**config.mk**
```make
export PLATFORM = sky130hd
export DESIGN_NAME = partner_ability_reg
export DESIGN_NICKNAME = d
export VERILOG_FILES = /design/src/common/lpa_pkg.sv /design/src/verilog/partner_ability_reg.sv /design/src/verilog/lpa_ahb_port.sv /design/src/verilog/lpa_view_format.sv
export SDC_FILE = /design/constraint.sdc
export NUM_CORES = 1
export LEC_CHECK = 0
export BUFFER_PORTS_ARGS = -buffer_cell sky130_fd_sc_hd__buf_2
export CAP_MARGIN = 10
export CELL_PAD_IN_SITES_DETAIL_PLACEMENT = 0
export CELL_PAD_IN_SITES_GLOBAL_PLACEMENT = 1
export CORE_MARGIN = 2
export CORE_UTILIZATION = 36
export CTS_BUF_LIST = sky130_fd_sc_hd__clkbuf_16
export DETAILED_ROUTE_END_ITERATION = 10
export GPL_ROUTABILITY_DRIVEN = 1
export PLACE_DENSITY = 0.91
export SYNTH_ARGS = -nofsm -noshare
export SYNTH_HDL_FRONTEND = slang
export SYNTH_SLANG_ARGS = --single-unit
```
**constraint.sdc**
```tcl
create_clock -name hclk -period 1.8 [get_ports hclk]
set_input_delay 0.36 -clock hclk [delete_from_list [all_inputs] [get_ports hclk]]
set_output_delay 0.36 -clock hclk [all_outputs]
set_load 0.01 [all_outputs]
```
**src/common/lpa_pkg.sv**
```systemverilog
// package for the link partner ability capture block
// assumes one hclk domain and an AHB-Lite bus with 32-bit data
package lpa_pkg;

  // ==========================================================
  // register indices (byte address is four times the index)
  localparam logic [7:0]  PARTNER_ABILITY_IDX = 8'h05;
  localparam logic [7:0]  CTRL_IDX            = 8'h10;
  localparam logic [7:0]  STATUS_IDX          = 8'h11;

  // ==========================================================
  // field positions of the ability word and the control register
  localparam int unsigned NP_BIT      = 15;
  localparam int unsigned ACK_BIT     = 14;
  localparam int unsigned RF_BIT      = 13;
  localparam int unsigned RSVD_BIT    = 12;
  localparam int unsigned ASYM_BIT    = 11;
  localparam int unsigned PAUSE_BIT   = 10;
  localparam int unsigned TECH_MSB    = 9;
  localparam int unsigned TECH_LSB    = 5;
  localparam int unsigned SEL_MSB     = 4;
  localparam int unsigned MSG_BIT     = 13;
  localparam int unsigned COMPLY_BIT  = 12;
  localparam int unsigned CODE_MSB    = 10;
  localparam int unsigned CTRL_NP_BIT = 0;
  localparam int unsigned CTRL_CLR_BIT = 1;

  // ==========================================================
  // reset values and the NONSEQ transfer code
  localparam logic [15:0] BASE_RESET  = 16'h0000;
  localparam logic [15:0] NEXT_RESET  = 16'h0000;
  localparam logic        NP_EN_RESET = 1'h0;
  localparam logic [1:0]  HTRANS_NONSEQ = 2'h2;

  // ==========================================================
  // carriers
  typedef enum logic {VIEW_BASE = 1'b0, VIEW_NEXT = 1'b1} view_type;

  typedef struct packed {
    logic       more_pages_request;
    logic       partner_ack;
    logic       remote_fault_flag;
    logic       reserved;
    logic       asymmetric_pause_ability;
    logic       symmetric_pause_ability;
    logic       four_pair_100_ability;
    logic       fast_full_duplex_ability;
    logic       fast_half_duplex_ability;
    logic       ten_full_duplex_ability;
    logic       ten_half_duplex_ability;
    logic [4:0] selector;
  } base_page_type;

  typedef struct packed {
    logic        more_pages_request;
    logic        partner_ack;
    logic        message_page_flag;
    logic        partner_comply_flag;
    logic        toggle;
    logic [10:0] code;
  } next_page_type;

  typedef struct packed {
    logic       rd;
    logic       wr;
    logic [7:0] index;
  } bus_req_type;

endpackage : lpa_pkg

```
**src/verilog/partner_ability_reg.sv**
```systemverilog
// link partner ability capture: registers the pages a remote
// partner sent during auto-negotiation, readable over AHB-Lite
// assumes the negotiation engine runs on hclk and hands over
// decoded burst words with single-cycle strobes
// What this block does
// - capture partner word, read-only at index 0x05
// - next page replaces base view after completion
// - bit 15 shows partner next page request
// - bit 14 shows partner acknowledge
// - acknowledge follows each incoming pulse burst
// - bit 13 shows partner remote fault
// - bit 12 reserved, reads zero in the base view
// - bit 11 shows asymmetric pause ability
// - bit 10 shows symmetric pause ability
// - bit 9 shows 100BASE-T4 ability
// - bit 8 shows 100BASE-TX full duplex
// - bit 7 shows 100BASE-TX half duplex
// - bit 6 shows 10BASE-T full duplex
// - bit 5 shows 10BASE-T half duplex
// - bits 4:0 selector, reset to zero
// - next view bit 13 is message page
// - next view bit 12 is comply flag
// - next view bits 10:0 code, reset zero
module partner_ability_reg (
  // clock and reset
  input  wire logic        hclk,
  input  wire logic        hresetn,
  // AHB-Lite slave
  input  wire logic        hsel,
  input  wire logic [31:0] haddr,
  input  wire logic [1:0]  htrans,
  input  wire logic        hwrite,
  input  wire logic [2:0]  hsize,
  input  wire logic [31:0] hwdata,
  input  wire logic        hready,
  output logic             hreadyout,
  output logic             hresp,
  output logic [31:0]      hrdata,
  // negotiation engine
  input  wire logic        flp_word_valid,
  input  wire logic [15:0] flp_word,
  input  wire logic        page_received,
  input  wire logic        page_is_next,
  input  wire logic        an_complete,
  input  wire logic        an_restart,
  // status toward the engine
  output logic             next_page_enable,
  output logic             view_is_next
);

  // ==========================================================
  // state
  typedef struct packed {
    lpa_pkg::base_page_type base;
    lpa_pkg::next_page_type next;
    lpa_pkg::view_type      view;
    logic                   np_enable;
    logic                   next_valid;
    logic [7:0]             page_count;
    logic [31:0]            rdata;
  } lpa_state_type;

  lpa_state_type          st_ff;
  lpa_state_type          nxt_st;
  lpa_pkg::bus_req_type   rd_req;
  lpa_pkg::bus_req_type   wr_req;
  logic [15:0]            view_word;
  logic                   ctrl_write;
  logic                   clear_req;
  logic                   np_in_use;

  // ==========================================================
  // helpers
  function automatic lpa_pkg::base_page_type to_base(input logic [15:0] w);
    lpa_pkg::base_page_type b;
    b          = w;
    b.reserved = 1'b0;
    return b;
  endfunction : to_base

  function automatic logic [31:0] read_mux(input logic [7:0] idx,
                                           input logic [15:0] word,
                                           input lpa_state_type s);
    logic [31:0] d;
    d = 32'h0000_0000;
    if (idx == lpa_pkg::PARTNER_ABILITY_IDX) begin
      d[15:0] = word;
    end else if (idx == lpa_pkg::CTRL_IDX) begin
      d[lpa_pkg::CTRL_NP_BIT] = s.np_enable;
    end else if (idx == lpa_pkg::STATUS_IDX) begin
      d[0]    = s.view;
      d[1]    = s.next_valid;
      d[15:8] = s.page_count;
    end
    return d;
  endfunction : read_mux

  // ==========================================================
  // submodules
  lpa_ahb_port u_port (
    .hclk      (hclk),
    .hresetn   (hresetn),
    .hsel      (hsel),
    .haddr     (haddr),
    .htrans    (htrans),
    .hwrite    (hwrite),
    .hready    (hready),
    .hreadyout (hreadyout),
    .hresp     (hresp),
    .rd_req    (rd_req),
    .wr_req    (wr_req)
  );

  lpa_view_format u_view (
    .base      (st_ff.base),
    .next      (st_ff.next),
    .view      (st_ff.view),
    .view_word (view_word)
  );

  // ==========================================================
  // control decode
  assign ctrl_write = wr_req.wr && (wr_req.index == lpa_pkg::CTRL_IDX);
  assign clear_req  = ctrl_write && hwdata[lpa_pkg::CTRL_CLR_BIT];
  // next pages count only when both ends asked for them
  assign np_in_use  = st_ff.base.more_pages_request && st_ff.np_enable && st_ff.next_valid;

  // ==========================================================
  // next state
  always_comb begin
    nxt_st = st_ff;

    // software side first, so a capture in the same cycle wins
    if (ctrl_write) begin
      nxt_st.np_enable = hwdata[lpa_pkg::CTRL_NP_BIT];
    end
    if (clear_req) begin
      nxt_st.base       = lpa_pkg::BASE_RESET;
      nxt_st.next       = lpa_pkg::NEXT_RESET;
      nxt_st.view       = lpa_pkg::VIEW_BASE;
      nxt_st.next_valid = 1'b0;
      nxt_st.page_count = 8'h00;
    end
    // writes to the ability index fall through untouched

    // acknowledge tracks every burst, even before a page is confirmed
    if (flp_word_valid) begin
      if (page_is_next) begin
        nxt_st.next.partner_ack = flp_word[lpa_pkg::ACK_BIT];
      end else begin
        nxt_st.base.partner_ack = flp_word[lpa_pkg::ACK_BIT];
      end
    end

    if (page_received) begin
      nxt_st.page_count = st_ff.page_count + 8'h01;
      if (page_is_next) begin
        nxt_st.next       = flp_word;
        nxt_st.next_valid = 1'b1;
      end else begin
        nxt_st.base       = to_base(flp_word);
        nxt_st.view       = lpa_pkg::VIEW_BASE;
        nxt_st.next_valid = 1'b0;
      end
    end

    if (an_complete && np_in_use) begin
      nxt_st.view = lpa_pkg::VIEW_NEXT;
    end
    if (an_restart) begin
      nxt_st.view       = lpa_pkg::VIEW_BASE;
      nxt_st.next_valid = 1'b0;
    end

    // read data is latched in the address phase, ready for the data phase
    if (rd_req.rd) begin
      nxt_st.rdata = read_mux(rd_req.index, view_word, st_ff);
    end
  end

  always_ff @(posedge hclk or negedge hresetn) begin
    if (!hresetn) begin
      st_ff.base       <= lpa_pkg::BASE_RESET;
      st_ff.next       <= lpa_pkg::NEXT_RESET;
      st_ff.view       <= lpa_pkg::VIEW_BASE;
      st_ff.np_enable  <= lpa_pkg::NP_EN_RESET;
      st_ff.next_valid <= 1'b0;
      st_ff.page_count <= 8'h00;
      st_ff.rdata      <= 32'h0000_0000;
    end else begin
      st_ff <= nxt_st;
    end
  end

  // ==========================================================
  // outputs
  assign hrdata           = st_ff.rdata;
  assign next_page_enable = st_ff.np_enable;
  assign view_is_next     = (st_ff.view == lpa_pkg::VIEW_NEXT);

  // ==========================================================
  // checks
  a_base_capture_word: assert property (
    @(posedge hclk) disable iff (!hresetn)
    page_received && !page_is_next
    |=> st_ff.base == to_base($past(flp_word)) && st_ff.view == lpa_pkg::VIEW_BASE)
    else $error("base page not captured");

  a_read_returns_view: assert property (
    @(posedge hclk) disable iff (!hresetn)
    rd_req.rd && rd_req.index == lpa_pkg::PARTNER_ABILITY_IDX
    |=> hrdata[15:0] == $past(view_word) && hrdata[31:16] == 16'h0000)
    else $error("ability read returned wrong word");

  a_next_view_switch: assert property (
    @(posedge hclk) disable iff (!hresetn)
    an_complete && np_in_use && !an_restart
    |=> view_is_next && view_word == st_ff.next)
    else $error("next page view not taken after completion");

  a_np_bit_both_views: assert property (
    @(posedge hclk) disable iff (!hresetn)
    view_word[lpa_pkg::NP_BIT] == (view_is_next ? st_ff.next.more_pages_request
                                                : st_ff.base.more_pages_request))
    else $error("next page request bit wrong");

  a_ack_follows_burst: assert property (
    @(posedge hclk) disable iff (!hresetn)
    flp_word_valid && !page_is_next
    |=> st_ff.base.partner_ack == $past(flp_word[lpa_pkg::ACK_BIT]))
    else $error("acknowledge did not follow the burst");

  a_ack_read_value: assert property (
    @(posedge hclk) disable iff (!hresetn)
    !view_is_next |-> view_word[lpa_pkg::ACK_BIT] == st_ff.base.partner_ack)
    else $error("acknowledge bit not visible");

  a_base_fault_pause: assert property (
    @(posedge hclk) disable iff (!hresetn)
    !view_is_next |-> view_word[lpa_pkg::RF_BIT] == st_ff.base.remote_fault_flag
      && view_word[lpa_pkg::ASYM_BIT] == st_ff.base.asymmetric_pause_ability
      && view_word[lpa_pkg::PAUSE_BIT] == st_ff.base.symmetric_pause_ability)
    else $error("fault or pause bits wrong");

  a_reserved_reads_zero: assert property (
    @(posedge hclk) disable iff (!hresetn)
    $rose(page_received) && !page_is_next
    |=> !view_is_next && view_word[lpa_pkg::RSVD_BIT] == 1'b0)
    else $error("reserved bit read as one");

  a_tech_bits_match: assert property (
    @(posedge hclk) disable iff (!hresetn)
    page_received && !page_is_next && !an_complete
    |=> view_word[lpa_pkg::TECH_MSB:0] == $past(flp_word[lpa_pkg::TECH_MSB:0]))
    else $error("technology or selector bits wrong");

  a_reset_all_zero: assert property (
    @(posedge hclk) disable iff (!hresetn)
    !$past(hresetn) |-> view_word == 16'h0000 && st_ff.next == lpa_pkg::NEXT_RESET)
    else $error("pages not zero after reset");

  a_next_fields_seen: assert property (
    @(posedge hclk) disable iff (!hresetn)
    view_is_next |-> view_word[lpa_pkg::MSG_BIT] == st_ff.next.message_page_flag
      && view_word[lpa_pkg::COMPLY_BIT] == st_ff.next.partner_comply_flag
      && view_word[lpa_pkg::CODE_MSB:0] == st_ff.next.code)
    else $error("next page fields wrong");

  a_write_ignored: assert property (
    @(posedge hclk) disable iff (!hresetn)
    wr_req.wr && wr_req.index == lpa_pkg::PARTNER_ABILITY_IDX && !flp_word_valid && !page_received
    |=> st_ff.base == $past(st_ff.base) && st_ff.next == $past(st_ff.next))
    else $error("write changed the ability register");

  a_bus_always_ready: assert property (
    @(posedge hclk) disable iff (!hresetn)
    hreadyout && !hresp)
    else $error("bus not ready or not okay");

  a_unmapped_reads_zero: assert property (
    @(posedge hclk) disable iff (!hresetn)
    rd_req.rd && rd_req.index != lpa_pkg::PARTNER_ABILITY_IDX && rd_req.index != lpa_pkg::CTRL_IDX
      && rd_req.index != lpa_pkg::STATUS_IDX
    |=> hrdata == 32'h0000_0000)
    else $error("unmapped index read nonzero");

  a_page_count_step: assert property (
    @(posedge hclk) disable iff (!hresetn)
    page_received |=> st_ff.page_count == $past(st_ff.page_count) + 8'h01)
    else $error("page count did not step");

  // clear and capture in one cycle: the capture wins
  a_capture_beats_clear: assert property (
    @(posedge hclk) disable iff (!hresetn)
    clear_req && page_received && !page_is_next
    |=> st_ff.base == to_base($past(flp_word)))
    else $error("clear overrode a base page capture");

  a_ctrl_write_np: assert property (
    @(posedge hclk) disable iff (!hresetn)
    ctrl_write |=> st_ff.np_enable == $past(hwdata[lpa_pkg::CTRL_NP_BIT]))
    else $error("next page enable not written");

  a_ctrl_read_back: assert property (
    @(posedge hclk) disable iff (!hresetn)
    rd_req.rd && rd_req.index == lpa_pkg::CTRL_IDX
    |=> hrdata == {31'h0000_0000, $past(st_ff.np_enable)})
    else $error("control read returned wrong value");

  a_status_read: assert property (
    @(posedge hclk) disable iff (!hresetn)
    rd_req.rd && rd_req.index == lpa_pkg::STATUS_IDX
    |=> hrdata == {16'h0000, $past(st_ff.page_count), 6'h00, $past(st_ff.next_valid), $past(view_is_next)})
    else $error("status read returned wrong value");

  a_np_needs_enable: assert property (
    @(posedge hclk) disable iff (!hresetn)
    an_complete && !np_in_use && !an_restart && !page_received && !clear_req
    |=> st_ff.view == $past(st_ff.view))
    else $error("view changed without next pages in use");

  a_next_view_holds: assert property (
    @(posedge hclk) disable iff (!hresetn)
    view_is_next && !an_restart && !clear_req && !(page_received && !page_is_next)
    |=> view_is_next)
    else $error("next page view dropped without cause");

  a_restart_base_view: assert property (
    @(posedge hclk) disable iff (!hresetn)
    an_restart |=> !view_is_next && !st_ff.next_valid)
    else $error("restart did not return to base view");

  a_next_capture_word: assert property (
    @(posedge hclk) disable iff (!hresetn)
    page_received && page_is_next && !an_restart
    |=> st_ff.next == $past(flp_word) && st_ff.next_valid)
    else $error("next page not captured");

  a_next_ack_burst: assert property (
    @(posedge hclk) disable iff (!hresetn)
    flp_word_valid && page_is_next
    |=> st_ff.next.partner_ack == $past(flp_word[lpa_pkg::ACK_BIT]))
    else $error("next page acknowledge did not follow the burst");

  a_clear_zeroes: assert property (
    @(posedge hclk) disable iff (!hresetn)
    clear_req && !flp_word_valid && !page_received && !an_complete
    |=> st_ff.base == lpa_pkg::BASE_RESET && st_ff.next == lpa_pkg::NEXT_RESET
      && !view_is_next && st_ff.page_count == 8'h00)
    else $error("clear left captured state");

endmodule : partner_ability_reg

```
**src/verilog/lpa_ahb_port.sv**
```systemverilog
// AHB-Lite address and data phase tracking for the register bank
// assumes a single slave, zero wait states, whole-word accesses
module lpa_ahb_port (
  // clock and reset
  input  wire logic               hclk,
  input  wire logic               hresetn,
  // bus
  input  wire logic               hsel,
  input  wire logic [31:0]        haddr,
  input  wire logic [1:0]         htrans,
  input  wire logic               hwrite,
  input  wire logic               hready,
  output logic                    hreadyout,
  output logic                    hresp,
  // toward the register bank
  output lpa_pkg::bus_req_type    rd_req,
  output lpa_pkg::bus_req_type    wr_req
);

  // ==========================================================
  // address phase
  logic                 accept;
  lpa_pkg::bus_req_type st_ff;
  lpa_pkg::bus_req_type nxt_st;

  // sequential transfers are not used, only NONSEQ is taken
  assign accept = hsel && hready && (htrans == lpa_pkg::HTRANS_NONSEQ);

  always_comb begin
    rd_req.rd    = accept && !hwrite;
    rd_req.wr    = 1'b0;
    rd_req.index = haddr[9:2];
    nxt_st.rd    = 1'b0;
    nxt_st.wr    = accept && hwrite;
    nxt_st.index = haddr[9:2];
  end

  // ==========================================================
  // data phase
  always_ff @(posedge hclk or negedge hresetn) begin
    if (!hresetn) begin
      st_ff <= '0;
    end else begin
      st_ff <= nxt_st;
    end
  end

  assign wr_req    = st_ff;
  assign hreadyout = 1'b1;
  assign hresp     = 1'b0;

endmodule : lpa_ahb_port

```
**src/verilog/lpa_view_format.sv**
```systemverilog
// builds the 16-bit word software sees at the ability offset
// assumes captured pages arrive already unpacked
module lpa_view_format (
  // captured pages
  input  lpa_pkg::base_page_type  base,
  input  lpa_pkg::next_page_type  next,
  input  lpa_pkg::view_type       view,
  // visible word
  output logic [15:0]             view_word
);

  // ==========================================================
  // view select
  always_comb begin
    if (view == lpa_pkg::VIEW_NEXT) begin
      view_word = next;
    end else begin
      view_word = base;
      view_word[lpa_pkg::RSVD_BIT] = 1'b0;
    end
  end

endmodule : lpa_view_format

```
* Yosys cells after proc, flatten, opt, wreduce, memory -nomap -nowiden
Index checks and enable logic that the tools add are counted.
** Word-level totals
- Bits in registers :: 68
- Bits of input ports :: 95
- Logic and storage cells :: 67
** Operators by class
- Add/sub/neg operators :: 1
- Equality and inequality tests :: 5
- Muxes and demuxes :: 24
- Reductions and logical operators :: 12
** Operators by type and width (count)
- 33-bit 2-to-1 mux :: 2
- 16-bit 2-to-1 mux :: 3
- 8-bit by 5-bit == test with 1-bit output (second input constant) :: 3
- 8-bit 2-to-1 mux :: 3
- 9-bit 2-to-1 mux :: 2
- 1-bit 2-to-1 mux :: 11
- 1-bit logical AND :: 9
- 8-bit by 1-bit adder with 8-bit output (second input constant) :: 1
- 8-bit by 3-bit == test with 1-bit output (second input constant) :: 1
- 6-bit 2-to-1 mux :: 1
- 2-bit 2-to-1 mux :: 2
- 3-bit nonzero test :: 1
- 2-bit == test (second input constant) :: 1
- 2-bit nonzero test :: 1
- 1-bit zero test :: 1

* Longest topological paths before layout
- Word-level depth :: 10
- Mapped depth :: 6

* By module
A second synthesis with hierarchy kept.
** Second synthesis, totals
- Cells, all modules :: 338
- Area, all modules :: 3468.3 um^2
** Modules (own cells, without submodules)
- partner_ability_reg :: instances 1, cells each 293, area an instance 2884.0 um^2, seq. area each 1476.4 um^2
- lpa_ahb_port :: instances 1, cells each 27, area an instance 342.8 um^2, seq. area each 225.2 um^2
- lpa_view_format :: instances 1, cells each 18, area an instance 241.5 um^2, seq. area each 0.0 um^2

* Worst setup path after synthesis
OpenSTA, ideal clock, no wires.
- Kind :: register to register
- Start point :: register u_port.st_ff, in the netlist u_port.wr_req[6]
- End point :: register st_ff[35] (netlist name)
- Setup time :: 0.118 ns
- Arrival time :: 1.202 ns
- Required time :: 1.682 ns
- Slack :: 0.480 ns
- Cell stages (with the launch flop) :: 6
- Buffers on the path :: 1
- Period minus slack after synthesis :: 1.320 ns
- Cells stage by stage :: dfrtp_1 -> and4bb_1 -> and4_4 -> buf_4 -> o21ai_1 -> a21o_1
** On the way
- Longest elaborated chain between the ends :: 4
** Ends and longest elaborated chain
- start, declared :: line lpa_ahb_port.sv:23 : lpa_pkg::bus_req_type st_ff;
- start signal, assigned :: line lpa_ahb_port.sv:44 : st_ff <= nxt_st;
- 8-bit by 5-bit == test with 1-bit output :: line partner_ability_reg.sv:123 : assign ctrl_write = wr_req.wr && (wr_req.index == lpa_pkg::CTRL_IDX);
- 1-bit logical AND :: line partner_ability_reg.sv:123
- 1-bit logical AND :: line partner_ability_reg.sv:124 : assign clear_req = ctrl_write && hwdata[lpa_pkg::CTRL_CLR_BIT];
- 2-bit nonzero test (no line)
- end signal, assigned :: line partner_ability_reg.sv:191 : st_ff <= nxt_st;
- end, declared :: line partner_ability_reg.sv:63 : lpa_state_type st_ff;
No other way between the ends.
A chain may end at the register's enable or synchronous reset.

* Final worst setup path
- Start point :: register u_port.st_ff, in the netlist u_port.wr_req[1]
- End point :: register st_ff[34] (netlist name)
Same word-level chain as after synthesis.

==> metrics.md <==
| Metric | Value |
|---|---|
| Outcome | completed |
| Initial DRC Count | 194 |
| Worst Tran Pin Value | 0.640 ns |
| Average size of a mapped cell | around 9.8 um2 |
| Crit Reg-Reg Startpoint | u_port.wr_req[1]$_DFF_PN0_ |
| Initial antenna violation count | 0 |
| Total CTS buffers | 9 |
| CTS Sinks | 67 |
| Multi-input combinational cell area | 0.00126 mm2 |
| Synth top area share | between 50% and 60% |
| Max Slew Vio Count | 0 |
| CTS tree | done |
| Sequential area share after synthesis | between 50% and 60% |
| Largest net degree at the start of global routing | between 60 and 70 |
| Switching Fraction | between 20% and 30% |
| Initial core utilization | between 30% and 40% |
| Post-DP Area | roughly 0.0034 mm2 |
| Pint | between 2 and 3 mW |
| Cell count after placement | 470 |
| Synth area leader | dfrtp_1 |
| HPWL after DPL | approximately 4800 um |
| Switching power total | roughly 0.98 mW |
| HP Class | in2async |
| Root Buffer | clkbuf_16 |
| Die Height | slightly below 100 um |
| DIE AREA | 0.00980 mm2 |
| Fillers | 848 |
| Design Power | 3.93 mW |
| Peak Freq | around 0.64 GHz |
| Count of mapped cells out of synthesis | approximately 330 |
| Worst setup slack after layout | between 0.2 and 0.25 ns |
| H-tree depth | 3 |
| Period utilization | 86.5% |
| Leak pwr | roughly 1.8 nW |
| Finished Cell Area | 0.00371 mm2 |
| Ant. Diodes | 0 |
| RSZ-0062 raised after global routing | no |
| Slew headroom | between 50% and 60% |
| Port bufs | 55 |
| Gpl congestion | between 0.7 and 0.8 |
| Vias | ~2400 |
| Nets | ~470 |
| Setup TNS | 0 ns |
| CP Capture Type | flip-flop |
| Ys Warns | 0 |
| Share of total power in combinational logic | approximately 12% |
| Reg area | 0.00168 mm2 |
| Crit path from | u_port.wr_req[1]$_DFF_PN0_ |
| Crit path DAT | 1.77 ns |
| Startpoint types | flip-flop |
| Number of enable flip-flop cells after synthesis | 0 |
| Area Growth Syn to Fin | 14.2% |
| Vias in the first global route | 2404 |
| Global Route Usage Sum | between 10% and 20% |
| Yosys reg bits | 67 |
| Clk slew on worst S/H paths | 0.05 ns |
| Vias per cell | approximately 5 |
| Synth top area cells | dfrtp_1, nand2_1, buf_4 |
| Clock Latency Late Sink | between 0.3 and 0.4 ns |
| DRC viols | 0 |
| Crit path time final | roughly 1.6 ns |
| Crit-path max FO | 39 |
| Worst EP required | 2.01 ns |
| Maxcap violations | 0 |
| Mapped Area | roughly 0.0032 mm2 |
| Worst Skew | slightly below 0.006 ns |
| Post-Route WL | around 7100 um |
| Initial DRT Pass Iterations | 5 |
| Row cnt | 34 |
| Core Area | 0.00872 mm2 |
| WS Path Type | reg2reg |
| Peak supply drop | about 0.39 mV |
| ANT nets after route | 0 |
| WL/cell | about 15 um |
| Hold-fix buffers, CTS | 0 |
| Clock buffer depth | 2 |
| Fin cells | 485 |
| Synth cell types | between 40 and 50 |
| Overflow after GRT | 0 |
| Final Hold Violating Endpoints | 0 |
| Seq pwr share | between 40% and 50% |
| Io pins | 131 |
| Setup violators final | 0 |
| Fraction of layout cells with a size suffix above 1 | around 25% |
| Clock Power Share | around 42% |
| Synth async-reset ratio | 100% |
| Commonest register cell after synthesis | dfrtp_1 |
| Die W | about 99 um |
| Pwr dens | roughly 1100 mW/mm2 |
| First-pass GRT wire length | between 10000 and 15000 um |
| Pre-CTS WS | about 0.10 ns |
-- critical path: stages, from the launching register on --
cell and delay (ns):
dfrtp_1 0.35, nor3_1 0.26, and4_4 0.52, mux2_2 0.23, mux2i_1 0.06
-- per-stage QoR --
step           utilization, %  hold WS, ns
2_1_floorplan               -       0.0644
3_3_place_gp             39.4        0.401
5_1_grt                  42.6       0.0632
4_1_cts                  42.5       0.0522
3_5_place_dp             39.4        0.403
6_report                 42.6       0.0401
-- routing by layer --
layer  global-route usage [%]  vias to the layer above  routed length, um
li1                         -                     1155                  -
met2                     23.6                       85               3310
met1                     19.5                     1143               3100
met4                     6.43                        0                 98
met5                        0                        -                  0
met3                     5.89                        9                542
-- synthesized netlist by cell type, types with 2 or more instances --
cell type / instances
a21o_1: 2
a221oi_1: 7
a31oi_1: 3
and4b_1: 2
buf_2: 4
buf_4: 36
buf_6: 4
clkbuf_1: 4
clkbuf_2: 3
conb_1: 2
dfrtp_1: 67
inv_1: 2
mux2_2: 11
mux2i_1: 8
nand2_1: 77
nand2b_1: 2
nand3_1: 4
nor2_1: 26
nor3_1: 4
o21ai_0: 32
o21ai_1: 8
o21ai_2: 2
o22ai_1: 3
xnor2_1: 3
-- area by class of cell --
class                           instances  share of cell area [%]
Inverter                                3                   0.303
Clock inverter                          6                    1.35
Clock buffer                            9                    6.07
Multi-Input combinational cell        228                    33.9
Tap cell                              108                    3.64
Sequential cell                        67                    45.2
Timing Repair Buffer                   64                    9.58
-- path summary, 6_finish.rpt --
path,endpoint,slack [ns],cells past startpoint
max in group asynchronous,view_is_next$_DFF_PN0_,1.47,2
hold reg to reg,hrdata[2]$_DFFE_PN0P_,0.48,2
setup / recovery,st_ff[34]$_DFFE_PN0P_,0.24,4
setup reg to reg,st_ff[34]$_DFFE_PN0P_,0.24,4
hold / removal,u_port.wr_req[8]$_DFF_PN0_,0.04,2
min in group hclk,u_port.wr_req[5]$_DFF_PN0_,0.16,1
-- power by group through the flow --
| stage | registers (mW) | logic (mW) | clock network [mW] |
|---|---|---|---|
| detailed placement | 1.84 | 0.490 | 0 |
| finish | 1.81 | 0.485 | 1.63 |
| global placement | 1.83 | 0.471 | 0 |
| CTS | 1.81 | 0.493 | 1.65 |
| floorplan | 1.81 | 0.384 | 0 |
| global route | 1.84 | 0.553 | 1.73 |
-- repair_timing --
action | in CTS | in global routing
hold endpoints to repair | 0 | 0
endpoints found under the setup margin | 0 | 1
resized for setup | 0 | 1
buffers inserted | 0 | 0
-- cells by family after synthesis --
family | after synthesis | synth area share [%]
other | 2 | 0.231
flip-flops | 67 | 51.6
XOR/XNOR | 3 | 0.809
multiplexers | 19 | 6.28
adder cells (fa/ha/maj) | 1 | 0.385
AND/OR/NAND/NOR | 126 | 17.8
buffers and inverters | 54 | 11.6
AO/OA/AOI/OAI | 61 | 11.4
-- registers in the layout (all words and copies together) (netlist names) --
register          cells
u_port.wr_req         9
view_is_next          1
next_page_enable      1
st_ff                40
hrdata               16
-- cell usage in the layout (no fill, tap or decap), types with 3 or more instances in the layout --
master | synthesis | routed
nand2_1 | 77 | 77
clkbuf_16 | 0 | 9
mux2i_1 | 8 | 8
nor3_1 | 4 | 4
o21ai_0 | 32 | 32
buf_2 | 4 | 55
inv_1 | 2 | 4
xnor2_1 | 3 | 3
mux2_2 | 11 | 11
conb_1 | 2 | 18
nor2_1 | 26 | 26
dfrtp_1 | 67 | 66
buf_4 | 36 | 8
o22ai_1 | 3 | 3
a31oi_1 | 3 | 3
a221oi_1 | 7 | 7
nand3_1 | 4 | 4
o21ai_1 | 8 | 8
(Power assumes the default switching activity.)
